## config.mk

```make
export PLATFORM = sky130hd
export DESIGN_NAME = tmc_dev_flat
export DESIGN_NICKNAME = d
export VERILOG_FILES = /design/src/core/tmc_pkg.sv /design/src/core/tmc_cw_if.sv /design/src/core/tmc_dev.sv /design/src/flat_wrapper.sv
export SDC_FILE = /design/constraint.sdc
export NUM_CORES = 1
export LEC_CHECK = 0
export BUFFER_PORTS_ARGS = -buffer_cell sky130_fd_sc_hd__buf_2
export CORE_MARGIN = 4
export CORE_UTILIZATION = 40
export CTS_BUF_LIST = sky130_fd_sc_hd__clkbuf_8
export CTS_CLUSTER_SIZE = 25
export DETAILED_ROUTE_END_ITERATION = 7
export PLACE_DENSITY = 0.74
export SYNTH_ARGS = -nofsm -noshare
export SYNTH_HDL_FRONTEND = slang
export SYNTH_SLANG_ARGS = --single-unit
```

## constraint.sdc

```tcl
create_clock -name sys_clk -period 1.4 [get_ports sys_clk]
set_clock_uncertainty 0.15 [all_clocks]
set_input_delay 0.28 -clock sys_clk [delete_from_list [all_inputs] [get_ports sys_clk]]
set_output_delay 0.28 -clock sys_clk [all_outputs]
set_load 0.005 [all_outputs]
```

## src/core/tmc_pkg.sv

```systemverilog
package tmc_pkg;
    // Control word geometry (bits 12..0 handled here)
    localparam int unsigned CW_W = 13;
    localparam int unsigned BIT_FORCE_BUSY = 12;
    localparam int unsigned BIT_ACCESSED = 11;
    localparam int unsigned BIT_PTR_B = 10;
    localparam int unsigned BIT_BROADCAST_SEEN_FLAG = 9;
    localparam int unsigned BIT_PP_ACK = 8;
    localparam int unsigned BIT_PP_STOP = 3;
    localparam int unsigned BIT_PP_EN = 2;
    localparam logic [CW_W-1:0] CW_RESET = 13'h0000;
    localparam logic [CW_W-1:0] CW_USED_MASK = 13'h1f0c;
    localparam logic [CW_W-1:0] CW_SOFT_RESET_CMD_MASK = 13'h0e00;

    // Mode codes
    localparam logic [4:0] MC_RESET_RT = 5'h08;
    localparam logic [4:0] MC_FIRST_DATA = 5'h10;

    // Avalon byte offsets of the controller registers
    localparam logic [3:0] OFS_CW = 4'h0;
    localparam logic [3:0] OFS_SERVICE = 4'h4;
    localparam logic [3:0] OFS_STATUS = 4'h8;

    // STATUS register fields
    localparam int unsigned ST_STOP = 0;
    localparam int unsigned ST_ACK = 1;
    localparam int unsigned ST_SVC_OK = 2;
    localparam int unsigned ST_TE = 3;
endpackage : tmc_pkg

```

## src/core/tmc_cw_if.sv

```systemverilog
`timescale 1ns/1ps
interface tmc_cw_if;
    logic cw_rd;
    logic cw_wr;
    logic [tmc_pkg::CW_W-1:0] cw_wdata;
    logic [tmc_pkg::CW_W-1:0] cw_rdata;
    logic [tmc_pkg::CW_W-1:0] cw_live;
    logic cw_ack;
    logic te_state;

    modport dev (
        input cw_rd,
        input cw_wr,
        input cw_wdata,
        output cw_rdata,
        output cw_live,
        output cw_ack,
        output te_state
    );

    modport host (
        output cw_rd,
        output cw_wr,
        output cw_wdata,
        input cw_rdata,
        input cw_live,
        input cw_ack,
        input te_state
    );
endinterface : tmc_cw_if

```

## src/core/tmc_dev.sv

```systemverilog
// What this block does
// - Force-busy bit makes commands answer Busy
// - Busy: no mode data, pointer unchanged
// - Mode code 8 ignores force-busy
// - Set accessed flag at message completion
// - Accessed flag clears on resets, reads
// - Pointer-B bit picks buffer A or B
// - Invert pointer-B after clean ping-pong message
// - Keep pointer-B on error, illegal, Busy
// - Both resets clear pointer-B to zero
// - Flag valid broadcast transmit mode commands
// - Device asserts ping-pong acknowledge when active
// - Stop request answered by negating acknowledge
// - Stop cleared answered by asserting acknowledge
// - Enabled but unacknowledged: single buffer, no toggle
// - Enable bit selects ping-pong or indexed
// - Host cannot write bits 8 to 11
// - Enable bit changes only while not executing
`timescale 1ns/1ps
module tmc_dev (
    // Clock and master reset
    input wire logic sys_clk,
    input wire logic reset_n,
    // Host side of the control word
    tmc_cw_if.dev cw,
    // Terminal configuration
    input wire logic soft_reset_cmd,
    input wire logic terminal_execute,
    input wire logic broadcast_disable,
    // Command traffic for this mode code
    input wire logic cmd_valid,
    input wire logic [4:0] cmd_mode_code,
    input wire logic cmd_broadcast,
    input wire logic cmd_illegal,
    input wire logic msg_done,
    input wire logic msg_error,
    // Response steering
    output logic resp_busy,
    output logic send_mode_data,
    output logic use_pointer_b,
    output logic pingpong_in_use,
    output logic msg_active
);

    typedef struct packed {
        logic [tmc_pkg::CW_W-1:0] cw;
        logic [tmc_pkg::CW_W-1:0] rdata;
        logic ack;
        logic te;
        logic in_msg;
        logic busy;
        logic illegal;
        logic pp_used;
        logic resp_busy;
        logic send_data;
        logic use_b;
    } tmc_dev_st_t;

    localparam tmc_dev_st_t ST_RESET = '{
        cw: tmc_pkg::CW_RESET,
        rdata: tmc_pkg::CW_RESET,
        ack: 1'b0,
        te: 1'b0,
        in_msg: 1'b0,
        busy: 1'b0,
        illegal: 1'b0,
        pp_used: 1'b0,
        resp_busy: 1'b0,
        send_data: 1'b0,
        use_b: 1'b0
    };

    // One-hot views of the bits this block owns
    localparam logic [tmc_pkg::CW_W-1:0] ONE_BIT = 13'h0001;
    localparam logic [tmc_pkg::CW_W-1:0] SOFT_RESET_CMD_BITS = (ONE_BIT << tmc_pkg::BIT_ACCESSED)
        | (ONE_BIT << tmc_pkg::BIT_PTR_B)
        | (ONE_BIT << tmc_pkg::BIT_BROADCAST_SEEN_FLAG);
    localparam logic [tmc_pkg::CW_W-1:0] HOST_BITS = (ONE_BIT << tmc_pkg::BIT_FORCE_BUSY)
        | (ONE_BIT << tmc_pkg::BIT_PP_STOP)
        | (ONE_BIT << tmc_pkg::BIT_PP_EN);

    // Refuse a package whose geometry the logic cannot serve
    if (tmc_pkg::BIT_FORCE_BUSY >= tmc_pkg::CW_W) begin : g_bad_width
        $error("control word too narrow");
    end
    if (tmc_pkg::CW_SOFT_RESET_CMD_MASK != SOFT_RESET_CMD_BITS) begin : g_bad_soft_reset_cmd
        $error("soft reset mask disagrees with flag positions");
    end
    if ((HOST_BITS & ~tmc_pkg::CW_USED_MASK) != '0) begin : g_bad_used
        $error("host bit outside used mask");
    end
    if (tmc_pkg::MC_RESET_RT >= tmc_pkg::MC_FIRST_DATA) begin : g_bad_codes
        $error("reset code must carry no mode data");
    end
    if (tmc_pkg::CW_RESET != '0) begin : g_bad_reset
        $error("reset word must be all zero");
    end
    if (tmc_pkg::BIT_PP_EN == tmc_pkg::BIT_PP_STOP) begin : g_bad_stop
        $error("enable and stop bits must differ");
    end

    tmc_dev_st_t st_r;
    tmc_dev_st_t st_nxt;

    logic busy_now;
    logic pp_now;
    // Command link qualifiers
    logic take_cmd;
    logic take_done;
    logic clean_pp;

    always_comb begin
        st_nxt = st_r;
        st_nxt.ack = 1'b0;
        st_nxt.te = terminal_execute;
        busy_now = st_r.cw[tmc_pkg::BIT_FORCE_BUSY]
            && (cmd_mode_code != tmc_pkg::MC_RESET_RT);
        pp_now = st_r.cw[tmc_pkg::BIT_PP_EN] && st_r.cw[tmc_pkg::BIT_PP_ACK];
        // Requests outside the legal order are dropped
        take_cmd = cmd_valid && !st_r.in_msg;
        take_done = msg_done && st_r.in_msg;
        // Only a clean ping-pong message may toggle the pointer
        clean_pp = st_r.pp_used && !msg_error && !st_r.busy && !st_r.illegal;

        // Host write: only host bits are taken
        if (cw.cw_wr) begin
            st_nxt.cw[tmc_pkg::BIT_FORCE_BUSY] = cw.cw_wdata[tmc_pkg::BIT_FORCE_BUSY];
            st_nxt.cw[tmc_pkg::BIT_PP_STOP] = cw.cw_wdata[tmc_pkg::BIT_PP_STOP];
            if (!terminal_execute) begin
                st_nxt.cw[tmc_pkg::BIT_PP_EN] = cw.cw_wdata[tmc_pkg::BIT_PP_EN];
            end
            st_nxt.ack = 1'b1;
        end

        // Host read returns the word as it stood, then clears accessed
        if (cw.cw_rd) begin
            st_nxt.rdata = st_r.cw;
            st_nxt.cw[tmc_pkg::BIT_ACCESSED] = 1'b0;
            st_nxt.ack = 1'b1;
        end

        // Command start
        if (take_cmd) begin
            st_nxt.in_msg = 1'b1;
            st_nxt.busy = busy_now;
            st_nxt.illegal = cmd_illegal;
            st_nxt.pp_used = pp_now;
            st_nxt.resp_busy = busy_now;
            st_nxt.send_data = !busy_now && !cmd_illegal
                && (cmd_mode_code >= tmc_pkg::MC_FIRST_DATA);
            // Pointer only matters when ping-pong is enabled
            st_nxt.use_b = st_r.cw[tmc_pkg::BIT_PP_EN]
                && st_r.cw[tmc_pkg::BIT_PTR_B];
            if (cmd_broadcast && !cmd_illegal && !broadcast_disable) begin
                st_nxt.cw[tmc_pkg::BIT_BROADCAST_SEEN_FLAG] = 1'b1;
            end
        end

        // Message completion; the set beats a same-cycle read clear
        if (take_done) begin
            st_nxt.in_msg = 1'b0;
            st_nxt.resp_busy = 1'b0;
            st_nxt.send_data = 1'b0;
            st_nxt.cw[tmc_pkg::BIT_ACCESSED] = 1'b1;
            if (clean_pp) begin
                st_nxt.cw[tmc_pkg::BIT_PTR_B] = !st_r.cw[tmc_pkg::BIT_PTR_B];
            end
        end

        // Acknowledge tracks enable and stop between messages while executing
        if (!st_r.in_msg && terminal_execute) begin
            st_nxt.cw[tmc_pkg::BIT_PP_ACK] = st_r.cw[tmc_pkg::BIT_PP_EN]
                && !st_r.cw[tmc_pkg::BIT_PP_STOP];
        end

        // Software reset clears the accessed, pointer-B and broadcast flags and ends any message
        if (soft_reset_cmd) begin
            st_nxt.cw = st_nxt.cw & ~tmc_pkg::CW_SOFT_RESET_CMD_MASK;
            st_nxt.in_msg = 1'b0;
            st_nxt.resp_busy = 1'b0;
            st_nxt.send_data = 1'b0;
        end

        st_nxt.cw = st_nxt.cw & tmc_pkg::CW_USED_MASK;
    end

    // Master reset clears the whole word
    always_ff @(posedge sys_clk or negedge reset_n) begin
        if (!reset_n) begin
            st_r <= ST_RESET;
        end else begin
            st_r <= st_nxt;
        end
    end

    // Every output comes straight from the state register
    assign cw.cw_rdata = st_r.rdata;
    assign cw.cw_live = st_r.cw;
    assign cw.cw_ack = st_r.ack;
    assign cw.te_state = st_r.te;

    assign resp_busy = st_r.resp_busy;
    assign send_mode_data = st_r.send_data;
    assign use_pointer_b = st_r.use_b;
    assign pingpong_in_use = st_r.pp_used;
    assign msg_active = st_r.in_msg;

endmodule : tmc_dev

```

## src/flat_wrapper.sv

```systemverilog
// flat-port wrapper written by rule: the top's interface ports become plain ports
module tmc_dev_flat 
  (sys_clk, reset_n, soft_reset_cmd, terminal_execute, broadcast_disable, cmd_valid, cmd_mode_code, cmd_broadcast, cmd_illegal, msg_done, msg_error, resp_busy, send_mode_data, use_pointer_b, pingpong_in_use, msg_active, cw_cw_rd, cw_cw_wr, cw_cw_wdata, cw_cw_rdata, cw_cw_live, cw_cw_ack, cw_te_state);
  tmc_cw_if cw_i ();
  input wire logic sys_clk;
  input wire logic reset_n;
  input wire logic soft_reset_cmd;
  input wire logic terminal_execute;
  input wire logic broadcast_disable;
  input wire logic cmd_valid;
  input wire logic [4:0] cmd_mode_code;
  input wire logic cmd_broadcast;
  input wire logic cmd_illegal;
  input wire logic msg_done;
  input wire logic msg_error;
  output logic resp_busy;
  output logic send_mode_data;
  output logic use_pointer_b;
  output logic pingpong_in_use;
  output logic msg_active;
  input wire logic [$bits(cw_i.cw_rd)-1:0] cw_cw_rd;
  input wire logic [$bits(cw_i.cw_wr)-1:0] cw_cw_wr;
  input wire logic [$bits(cw_i.cw_wdata)-1:0] cw_cw_wdata;
  output wire logic [$bits(cw_i.cw_rdata)-1:0] cw_cw_rdata;
  output wire logic [$bits(cw_i.cw_live)-1:0] cw_cw_live;
  output wire logic [$bits(cw_i.cw_ack)-1:0] cw_cw_ack;
  output wire logic [$bits(cw_i.te_state)-1:0] cw_te_state;
  assign cw_i.cw_rd = cw_cw_rd;
  assign cw_i.cw_wr = cw_cw_wr;
  assign cw_i.cw_wdata = cw_cw_wdata;
  assign cw_cw_rdata = cw_i.cw_rdata;
  assign cw_cw_live = cw_i.cw_live;
  assign cw_cw_ack = cw_i.cw_ack;
  assign cw_te_state = cw_i.te_state;
  tmc_dev u_core (.sys_clk(sys_clk), .reset_n(reset_n), .cw(cw_i), .soft_reset_cmd(soft_reset_cmd), .terminal_execute(terminal_execute), .broadcast_disable(broadcast_disable), .cmd_valid(cmd_valid), .cmd_mode_code(cmd_mode_code), .cmd_broadcast(cmd_broadcast), .cmd_illegal(cmd_illegal), .msg_done(msg_done), .msg_error(msg_error), .resp_busy(resp_busy), .send_mode_data(send_mode_data), .use_pointer_b(use_pointer_b), .pingpong_in_use(pingpong_in_use), .msg_active(msg_active));
endmodule
```

==> key figures, run 1 <==
Pwr
  – Worst VDD drop: about 0.71 mV
  – PD cells: around 1000 nW/um2
  – Leak Pwr: 0.706 nW

Critical path
  – Reg-to-reg setup timing slack: -0.17 ns
  – Worst setup startpoint: u_core.st_r[5]
  – Kind of end point of the critical path: register
  – R2r startpoint: u_core.st_r[5]
  – CP startpoint kind: register
  – WP data arrival: approximately 1.6 ns
  – Crit path capture: u_core.cw.cw_live[10]
  – Worst EP required: between 1 and 1.5 ns
  – Crit-path max FO: 2
  – Reg2reg path depth: 3
  – Critical setup path kind: register to register
  – R2r endpoint: u_core.cw.cw_live[10]

STA
  – Fin. Hold Viols: 0
  – Worst-margin pin slew: between 0.5 and 0.6 ns
  – Period utilization: 1.12
  – Achievable Freq: around 640 MHz
  – Minimum clock period: ~1.6 ns
  – Final setup fails: 1
  – Max Slew Vio Count: 0
  – RSZ-0062 raised after global routing: true
  – Slew HR: 0.658
  – Fin worst setup slack: -0.169 ns
  – Final hold slack: between 0.08 and 0.09 ns
  – TNS Setup: -0.169 ns

Status
  – Outcome: finished, violations left
  – Failing checks: negative setup slack

Global route
  – Initial antenna violation count: 0
  – GRT Overall Usage: 0.121
  – Number of global-route vias before repair: approximately 730
  – Pin count of the biggest net entering global routing: 24
  – Global-route wire length before repair: about 3.3 mm
  – Global route overflow: 0

Placement
  – Dpl hpwl: around 1.7 mm
  – # port buffers: 40
  – DP Area: ~1200 um2
  – RD Place Congestion: 0.776

Floorplan
  – Height of the die: 60.4 um
  – Core area: roughly 2500 um2
  – Die W: between 60 and 70 um
  – Die Area: ~3700 um2
  – # IOs: between 60 and 70
  – # rows: 18
  – Initial Util: 0.432

Final layout
  – Fill count: 232
  – N_diodes: 0
  – Nets: about 170
  – Final Instance Area: 1340 um2
  – Most frequent cells in the layout: buf_2, dfrtp_1, conb_1, mux2_2, buf_4
  – Area Growth Syn to Fin: 21.6%
  – Layout cell share with drive strength beyond 1: 0.526
  – Most common cell after layout, fill and taps aside: buf_2

Clocking
  – Buffer type at the clock tree root: clkbuf_8
  – Worst skew pair latency: 0.26 ns
  – TritonCTS clock tree: yes
  – Clock transition at path regs: around 0.080 ns
  – Maximum buffer depth of the clock tree: 2
  – CTS H-Tree Depth: 1
  – Num CTS Buffers: 3
  – # clock sinks: 23

Synthesis
  – Syn Area/Cell: between 10 and 15 um2
  – Post-synthesis sequential area ratio: 0.523
  – Cell variety after synth: 20
  – Yosys warns: 0
  – Post-Syn Area: about 1100 um2
  – Cells after synthesis: 99
  – Flop and latch count out of synthesis: 23

Drt
  – DR WL/cell: 13.0 um
  – Average vias per placed instance: about 4.6
  – Starting DRT DRC Count: 11
  – Drt pass-1 iters: 4
  – DRC errors left: 0
  – Vias: 768
  – Antenna Nets Post-Route: 0
  – Final WL: roughly 2.2 mm

Run
  – MaxCap Viol Count: 0

Min path
  – Hold WC Path Type: primary input to register
how the worst min path moves through the flow:
stage / start / slack (ns) / to / cells after the start
4_1_cts: cw_cw_wdata[12] / 0.08 / u_core.cw.cw_live[12] / 3
5_1_grt: cw_cw_wdata[12] / 0.09 / u_core.cw.cw_live[12] / 3
3_5_place_dp: reset_n / 0.13 / u_core.cw.te_state / 1
3_3_place_gp: reset_n / 0.12 / u_core.cw.cw_live[3] / 1
2_1_floorplan: reset_n / -0.17 / u_core.cw.cw_ack / 0
6_report: cw_cw_wdata[12] / 0.08 / u_core.cw.cw_live[12] / 3
what timing repair did:
item,in CTS,in global routing
cloned,0,0
buffers inserted,1,1
pin swaps,2,1
endpoints found under the hold margin,24,0
resized for setup,4,3
endpoints found under the setup margin,3,3
hold buffers,2,0
layer usage:
layer	wire, um	GRT usage	share of wire	up-vias
met5	0	0	0	-
met4	17	0.0372	0.0078	0
met3	192	0.0298	0.088	2
met2	1030	0.193	0.47	39
met1	937	0.164	0.43	360
li1	-	-	-	367
through the flow:
stage,worst slack [ns],util,total power [mW],std cells
floorplan,-0.101,-,0.924,110
global route,-0.203,0.526,1.48,167
CTS,-0.162,0.518,1.41,166
finish,-0.169,0.526,1.40,167
detailed placement,-0.176,0.483,0.989,159
global placement,-0.163,0.483,0.979,159
sequential cells by signal (all words and copies together) (netlist names):
register and flops:
u_core.resp_busy 1, u_core.cw.cw_rdata 7, u_core.msg_active 1, u_core.use_pointer_b 1
u_core.send_mode_data 1, u_core.st_r 2, u_core.cw.cw_live 7, u_core.pingpong_in_use 1
u_core.cw.te_state 1, u_core.cw.cw_ack 1
cell type report:
class                   count  area [um2]  area share
clock buffers               3        41.3      0.0309
clock inverters             1        5.00     0.00374
inverters                   4        15.0      0.0112
multi-input cells          55         375       0.281
flip-flops and latches     23         576       0.430
well taps                  30        37.5      0.0281
repair buffers             51         288       0.215
cells in the mapped netlist:
cell | count | area share
a211o_1 | 1 | 0.0080
a21oi_1 | 7 | 0.032
a31o_2 | 1 | 0.0080
buf_4 | 26 | 0.18
clkbuf_1 | 2 | 0.0068
conb_1 | 1 | 0.0034
dfrtp_1 | 23 | 0.52
inv_1 | 4 | 0.014
mux2_2 | 9 | 0.092
nand2_1 | 8 | 0.027
nand2b_1 | 2 | 0.011
nand2b_4 | 1 | 0.013
nand3_1 | 2 | 0.0091
nor4_1 | 1 | 0.0057
o21ai_0 | 5 | 0.023
o41ai_1 | 1 | 0.0080
or2_2 | 1 | 0.0057
or3_1 | 1 | 0.0057
or4b_1 | 1 | 0.0091
or4b_2 | 2 | 0.018
cells by family (layout without fill, tap and decap cells):
logic type	Yosys count	count (layout)	share of synthesized area
simple gates	19	19	0.105
mux	9	9	0.0922
flops	23	23	0.523
compound gates	15	15	0.0785
buf+inv	32	59	0.198
other cells	1	12	0.00341
report_power, final:
| group | switching (mW) | internal, mW | leakage, nW |
|---|---|---|---|
| registers | 0.0340 | 0.719 | 0.296 |
| logic | 0.107 | 0.131 | 0.385 |
| clock network | 0.212 | 0.199 | 0.0255 |
| total | 0.353 | 1.05 | 0.706 |
critical path, cell delays in order, from the launching register on:
cell,delay [ns]
dfrtp_1,0.39
or4b_4,0.52
or3_4,0.34
a21oi_2,0.11
Note: power is estimated with default switching activity, not from simulation.
==> run 2, diff against run 1 <==
--- a/config.mk
+++ b/config.mk
@@ -13,3 +13,5 @@
 export DETAILED_ROUTE_END_ITERATION = 7
+export MAX_ROUTING_LAYER = met4
 export PLACE_DENSITY = 0.74
+export SETUP_SLACK_MARGIN = 0.3
 export SYNTH_ARGS = -nofsm -noshare
==> constraint.sdc (replaced) <==
create_clock -name sys_clk -period 1.4 [get_ports sys_clk]
set_clock_uncertainty 0.15 [all_clocks]
set_input_delay 0.07 -clock sys_clk [delete_from_list [all_inputs] [get_ports sys_clk]]
set_output_delay 0.07 -clock sys_clk [all_outputs]
set_load 0.005 [all_outputs]
==> key figures, run 2 (synthesis gave the netlist of run 1 again) <==
Drt
  – Final WL: ~2.4 mm
  – Average vias per placed instance: around 4.6
  – Antenna Nets Post-Route: 0
  – Vias: 808
  – DR WL/cell: about 14 um
  – DRC errors left: 0
  – Drt pass-1 iters: 4
  – Starting DRT DRC Count: 30

Clocking
  – Worst skew pair latency: approximately 0.26 ns
  – Buffer type at the clock tree root: clkbuf_8
  – Num CTS Buffers: 3
  – Maximum buffer depth of the clock tree: 2
  – # clock sinks: 23
  – TritonCTS clock tree: yes
  – Clock transition at path regs: roughly 0.080 ns
  – CTS H-Tree Depth: 1

STA
  – TNS Setup: -0.171 ns
  – Final setup fails: 1
  – Max Slew Vio Count: 0
  – Minimum clock period: about 1.6 ns
  – Achievable Freq: around 640 MHz
  – Fin. Hold Viols: 3
  – RSZ-0062 raised after global routing: true
  – Fin worst setup slack: -0.171 ns
  – Period utilization: 1.12
  – Final hold slack: -0.0813 ns

Placement
  – RD Place Congestion: 0.774
  – Dpl hpwl: between 1.5 and 2 mm
  – DP Area: about 1200 um2
  – # port buffers: 40

Floorplan
  – Core area: around 2500 um2
  – # rows: 18
  – Height of the die: approximately 60 um
  – Initial Util: 0.432
  – Die W: 60.4 um
  – Die Area: 3650 um2
  – # IOs: between 60 and 70

Final layout
  – N_diodes: 0
  – Nets: about 180
  – Layout cell share with drive strength beyond 1: 0.528
  – Most common cell after layout, fill and taps aside: buf_2
  – Final Instance Area: approximately 1500 um2
  – Area Growth Syn to Fin: 32.5%
  – Most frequent cells in the layout: buf_2, dfrtp_1, conb_1, dlygate4sd3_1

Status
  – Outcome: finished, violations left
  – Failing checks: negative hold slack, negative setup slack

Pwr
  – Sequential share of power: 0.525
  – Leak Pwr: 0.753 nW
  – Logic pwr share: 0.194
  – PD cells: around 1000 nW/um2
  – Total Power: 1.44 mW
  – Switching pwr: about 0.36 mW
  – Sw frac: 0.253
  – Worst VDD drop: between 0.7 and 0.8 mV
  – Clock power frac: 0.281
  – Internal power: between 1 and 1.5 mW

Min path
  – Hold Path Depth: 3
  – Hold WC Path Type: primary input to register

Critical path
  – CP startpoint kind: register
  – Crit-path max cell delay: between 0.5 and 0.6 ns
  – Slowest CP cell: or4b_1
  – WP data arrival: approximately 1.6 ns
  – Worst EP required: around 1.4 ns
  – CP Cell Sequence: or4b_1, or3_1, a21oi_2
  – Reg2reg path depth: 3
  – Crit-path max FO: 2
  – Delay-heaviest family, CP: simple AND/OR/NAND/NOR gates
  – Kind of end point of the critical path: register
  – Worst Path Buf+Inv: 0
  – Critical setup path kind: register to register
  – Critical path depth in cells: 3

Global route
  – Global-route wire length before repair: 3.62 mm
  – GRT Overall Usage: 0.142
  – Number of global-route vias before repair: slightly above 800
  – Initial antenna violation count: 0
  – Global route overflow: 0
  – Pin count of the biggest net entering global routing: 24

Run
  – MaxCap Viol Count: 0
run 2: cell count changes in the layout (fill, tap and decap cells not counted), moves of 2 or more:
cell | previous run | this run
buf_2 | 40 | 37
nand2_1 | 8 | 6
nand2_2 | 0 | 2
o21ai_0 | 5 | 2
buf_6 | 0 | 8
buf_4 | 9 | 4
dlygate4sd3_1 | 2 | 9
o21ai_1 | 0 | 2
run 2: stage by stage:
stage | std cells | util | setup WS (ns)
floorplan | 110 | - | -0.0862
global placement | 156 | 0.478 | -0.0975
detailed placement | 156 | 0.478 | -0.150
CTS | 171 | 0.552 | -0.174
global route | 174 | 0.573 | -0.210
finish | 174 | 0.573 | -0.171
run 2: cell type report:
class                      count  area [um2]
clock buffer                   3        41.3
clock inverter                 1        5.00
fill                         207        1090
inverter                       4        15.0
multi-input combinational     55         387
sequential                    23         577
tap                           30        37.5
timing repair buffer          58         395
run 2: final timing paths:
check	from	endpoint	slack, ns
worst max-delay path	u_core.st_r[5]	u_core.cw.cw_live[10]	-0.17
worst min-delay path	broadcast_disable	u_core.cw.cw_live[9]	-0.08
worst max register to register	u_core.st_r[5]	u_core.cw.cw_live[10]	-0.17
worst min register to register	u_core.st_r[5]	u_core.st_r[5]	0.34
max in group asynchronous	reset_n	u_core.cw.cw_live[2]	0.59
min in group asynchronous	reset_n	u_core.msg_active	0.15
run 2: tightest hold or removal path, cell delays in order:
cell and delay, ns:
buf_2 0.08, or4b_4 0.11, a21oi_2 0.04
run 2: timing repair:
action	in CTS	in global routing
setup buffers	2	3
pin swaps	2	1
endpoints found under the hold margin	37	5
hold buffers	9	1
endpoints found under the setup margin	9	17
resized for setup	9	10
run 2: per-layer routing:
| layer | global-route usage | wire [um] | up-vias |
|---|---|---|---|
| met4 | 0.0619 | 41 | 0 |
| met2 | 0.236 | 1260 | 29 |
| met1 | 0.153 | 957 | 388 |
| met5 | - | 0 | - |
| li1 | - | - | 384 |
| met3 | 0.0489 | 155 | 7 |
run 2: power groups by stage:
stage | registers, mW | logic [mW] | clock network, mW
finish | 0.757 | 0.281 | 0.406
global route | 0.764 | 0.308 | 0.445
CTS | 0.757 | 0.255 | 0.419
detailed placement | 0.769 | 0.214 | 0
global placement | 0.766 | 0.208 | 0
floorplan | 0.761 | 0.172 | 0
==> run 3, diff against run 2 <==
- REMOVE_ABC_BUFFERS: default -> 1
==> key figures, run 3 (synthesis gave the netlist of run 1 again) <==
Status
  – Outcome: finished, violations left
  – Failing checks: negative hold slack, negative setup slack

Floorplan
  – # rows: 18
  – # IOs: 63
  – Initial Util: 0.432
  – Core area: approximately 2500 um2
  – Die Area: approximately 3700 um2
  – Height of the die: a little over 60 um
  – Die W: roughly 60 um

Pwr
  – Sw frac: 0.251
  – Worst VDD drop: 0.640 mV
  – Switching pwr: approximately 0.37 mW
  – PD cells: between 900 and 1000 nW/um2
  – Sequential share of power: 0.510
  – Leak Pwr: 0.805 nW
  – Clock power frac: 0.268
  – Logic pwr share: 0.223
  – Internal power: approximately 1.1 mW

Drt
  – Drt pass-1 iters: 4
  – Vias: about 870
  – Starting DRT DRC Count: 29
  – Final WL: approximately 2.7 mm
  – DRC errors left: 0
  – DR WL/cell: around 15 um
  – Average vias per placed instance: 4.82
  – Antenna Nets Post-Route: 0

Placement
  – Dpl hpwl: around 1.7 mm
  – RD Place Congestion: between 0.7 and 0.8
  – # port buffers: 40
  – Place WS: -0.163 ns

STA
  – Slew HR: 0.665
  – Worst-margin pin slew: ~0.5 ns
  – Max Slew Vio Count: 0
  – Final hold slack: -0.0839 ns
  – Achievable Freq: 609 MHz
  – Fin. Hold Viols: 2
  – Minimum clock period: ~1.6 ns
  – Period utilization: 1.17
  – Final setup fails: 4
  – RSZ-0062 raised after global routing: true
  – Fin worst setup slack: -0.243 ns

Global route
  – Global-route wire length before repair: between 3 and 4 mm
  – Number of global-route vias before repair: just over 800
  – Global route overflow: 0
  – Initial antenna violation count: 0
  – Pin count of the biggest net entering global routing: 24
  – GRT Overall Usage: 0.147

Critical path
  – Crit-path max cell delay: roughly 0.55 ns
  – WP data arrival: approximately 1.7 ns
  – Worst Path Buf+Inv: 0
  – CP Cell Sequence: or4b_1, or3_1, a21oi_2
  – Slowest CP cell: or4b_1
  – Crit-path max FO: 2
  – Delay-heaviest family, CP: simple AND/OR/NAND/NOR gates
  – Critical setup path kind: register to register
  – Kind of end point of the critical path: register
  – Worst EP required: roughly 1.4 ns
  – CP startpoint kind: register

Clocking
  – Buffer type at the clock tree root: clkbuf_8
  – Num CTS Buffers: 3
  – Clock transition at path regs: roughly 0.080 ns
  – Maximum buffer depth of the clock tree: 2
  – CTS H-Tree Depth: 1
  – # clock sinks: 23
  – TritonCTS clock tree: yes
  – Worst skew pair latency: 0.26 ns

Run
  – MaxCap Viol Count: 0

Final layout
  – Nets: 182
  – Fill count: 207
  – Final core occ: 0.615
  – Most frequent cells in the layout: buf_2, dfrtp_1, buf_6, conb_1, dlygate4sd3_1
  – Most common cell after layout, fill and taps aside: buf_2
  – N_diodes: 0
  – Layout cell share with drive strength beyond 1: 0.550
  – Area Growth Syn to Fin: 42.3%

Min path
  – Hold WC Path Type: primary input to register
## run 3: stage by stage
stage | cells | TNS (ns) | hold slack [ns] | cell area, um2 | total power [mW]
floorplan | 82 | -0.433 | -0.376 | 938 | 0.846
global placement | 158 | -0.281 | -0.0915 | 1220 | 0.974
detailed placement | 158 | -0.375 | -0.0871 | 1220 | 0.983
CTS | 177 | -0.286 | -0.0868 | 1490 | 1.46
global route | 181 | -0.396 | -0.0776 | 1570 | 1.55
finish | 181 | -0.277 | -0.0839 | 1570 | 1.49
## run 3: layer usage
metal | wire, um | GRT usage | share of wire | vias to the layer above
met4 | 51 | 0.0557 | 0.019 | 0
met1 | 1010 | 0.162 | 0.37 | 420
met2 | 1400 | 0.262 | 0.52 | 45
li1 | - | - | - | 402
met3 | 240 | 0.0255 | 0.089 | 6
met5 | 0 | - | 0 | -
## run 3: layout make-up
| class | instances | area, um2 | share of cell area |
|---|---|---|---|
| Sequential cell | 23 | 577 | 0.369 |
| Inverter | 4 | 15.0 | 0.00959 |
| Timing Repair Buffer | 65 | 490 | 0.313 |
| Clock buffer | 3 | 41.3 | 0.0264 |
| Clock inverter | 1 | 5.00 | 0.00320 |
| Multi-Input combinational cell | 55 | 399 | 0.255 |
| Tap cell | 30 | 37.5 | 0.0240 |
## run 3: final timing paths
check                                   from                     to  slack [ns]  depth (start not counted)
min in group asynchronous            reset_n   u_core.cw.cw_live[9]        0.16                          2
max in group asynchronous            reset_n   u_core.cw.cw_live[2]        0.57                          2
hold / removal             broadcast_disable   u_core.cw.cw_live[9]       -0.08                          3
hold reg to reg               u_core.st_r[5]         u_core.st_r[5]        0.34                          2
setup reg to reg              u_core.st_r[5]  u_core.cw.cw_live[10]       -0.24                          3
setup / recovery              u_core.st_r[5]  u_core.cw.cw_live[10]       -0.24                          3
## run 3: power groups by stage
stage                     Sequential (mW)  Clock [mW]  Combinational (mW)
final                               0.758       0.398               0.331
after global routing                0.767       0.425               0.360
after CTS                           0.756       0.407               0.295
after detailed placement            0.766           0               0.217
after global placement              0.762           0               0.212
after floorplan                     0.768           0              0.0778
## run 3: what timing repair did
item / 4_1_cts / 5_1_grt
pin swaps: 8 / 2
hold buffers: 10 / 1
hold endpoints to repair: 36 / 2
gates resized for setup: 23 / 13
gates cloned: 0 / 0
endpoints found under the setup margin: 11 / 17
buffers inserted: 5 / 4
## run 3: tightest hold or removal path, cell delays in order
cell and delay, ns:
buf_2 0.08, or4b_4 0.11, a21oi_2 0.04
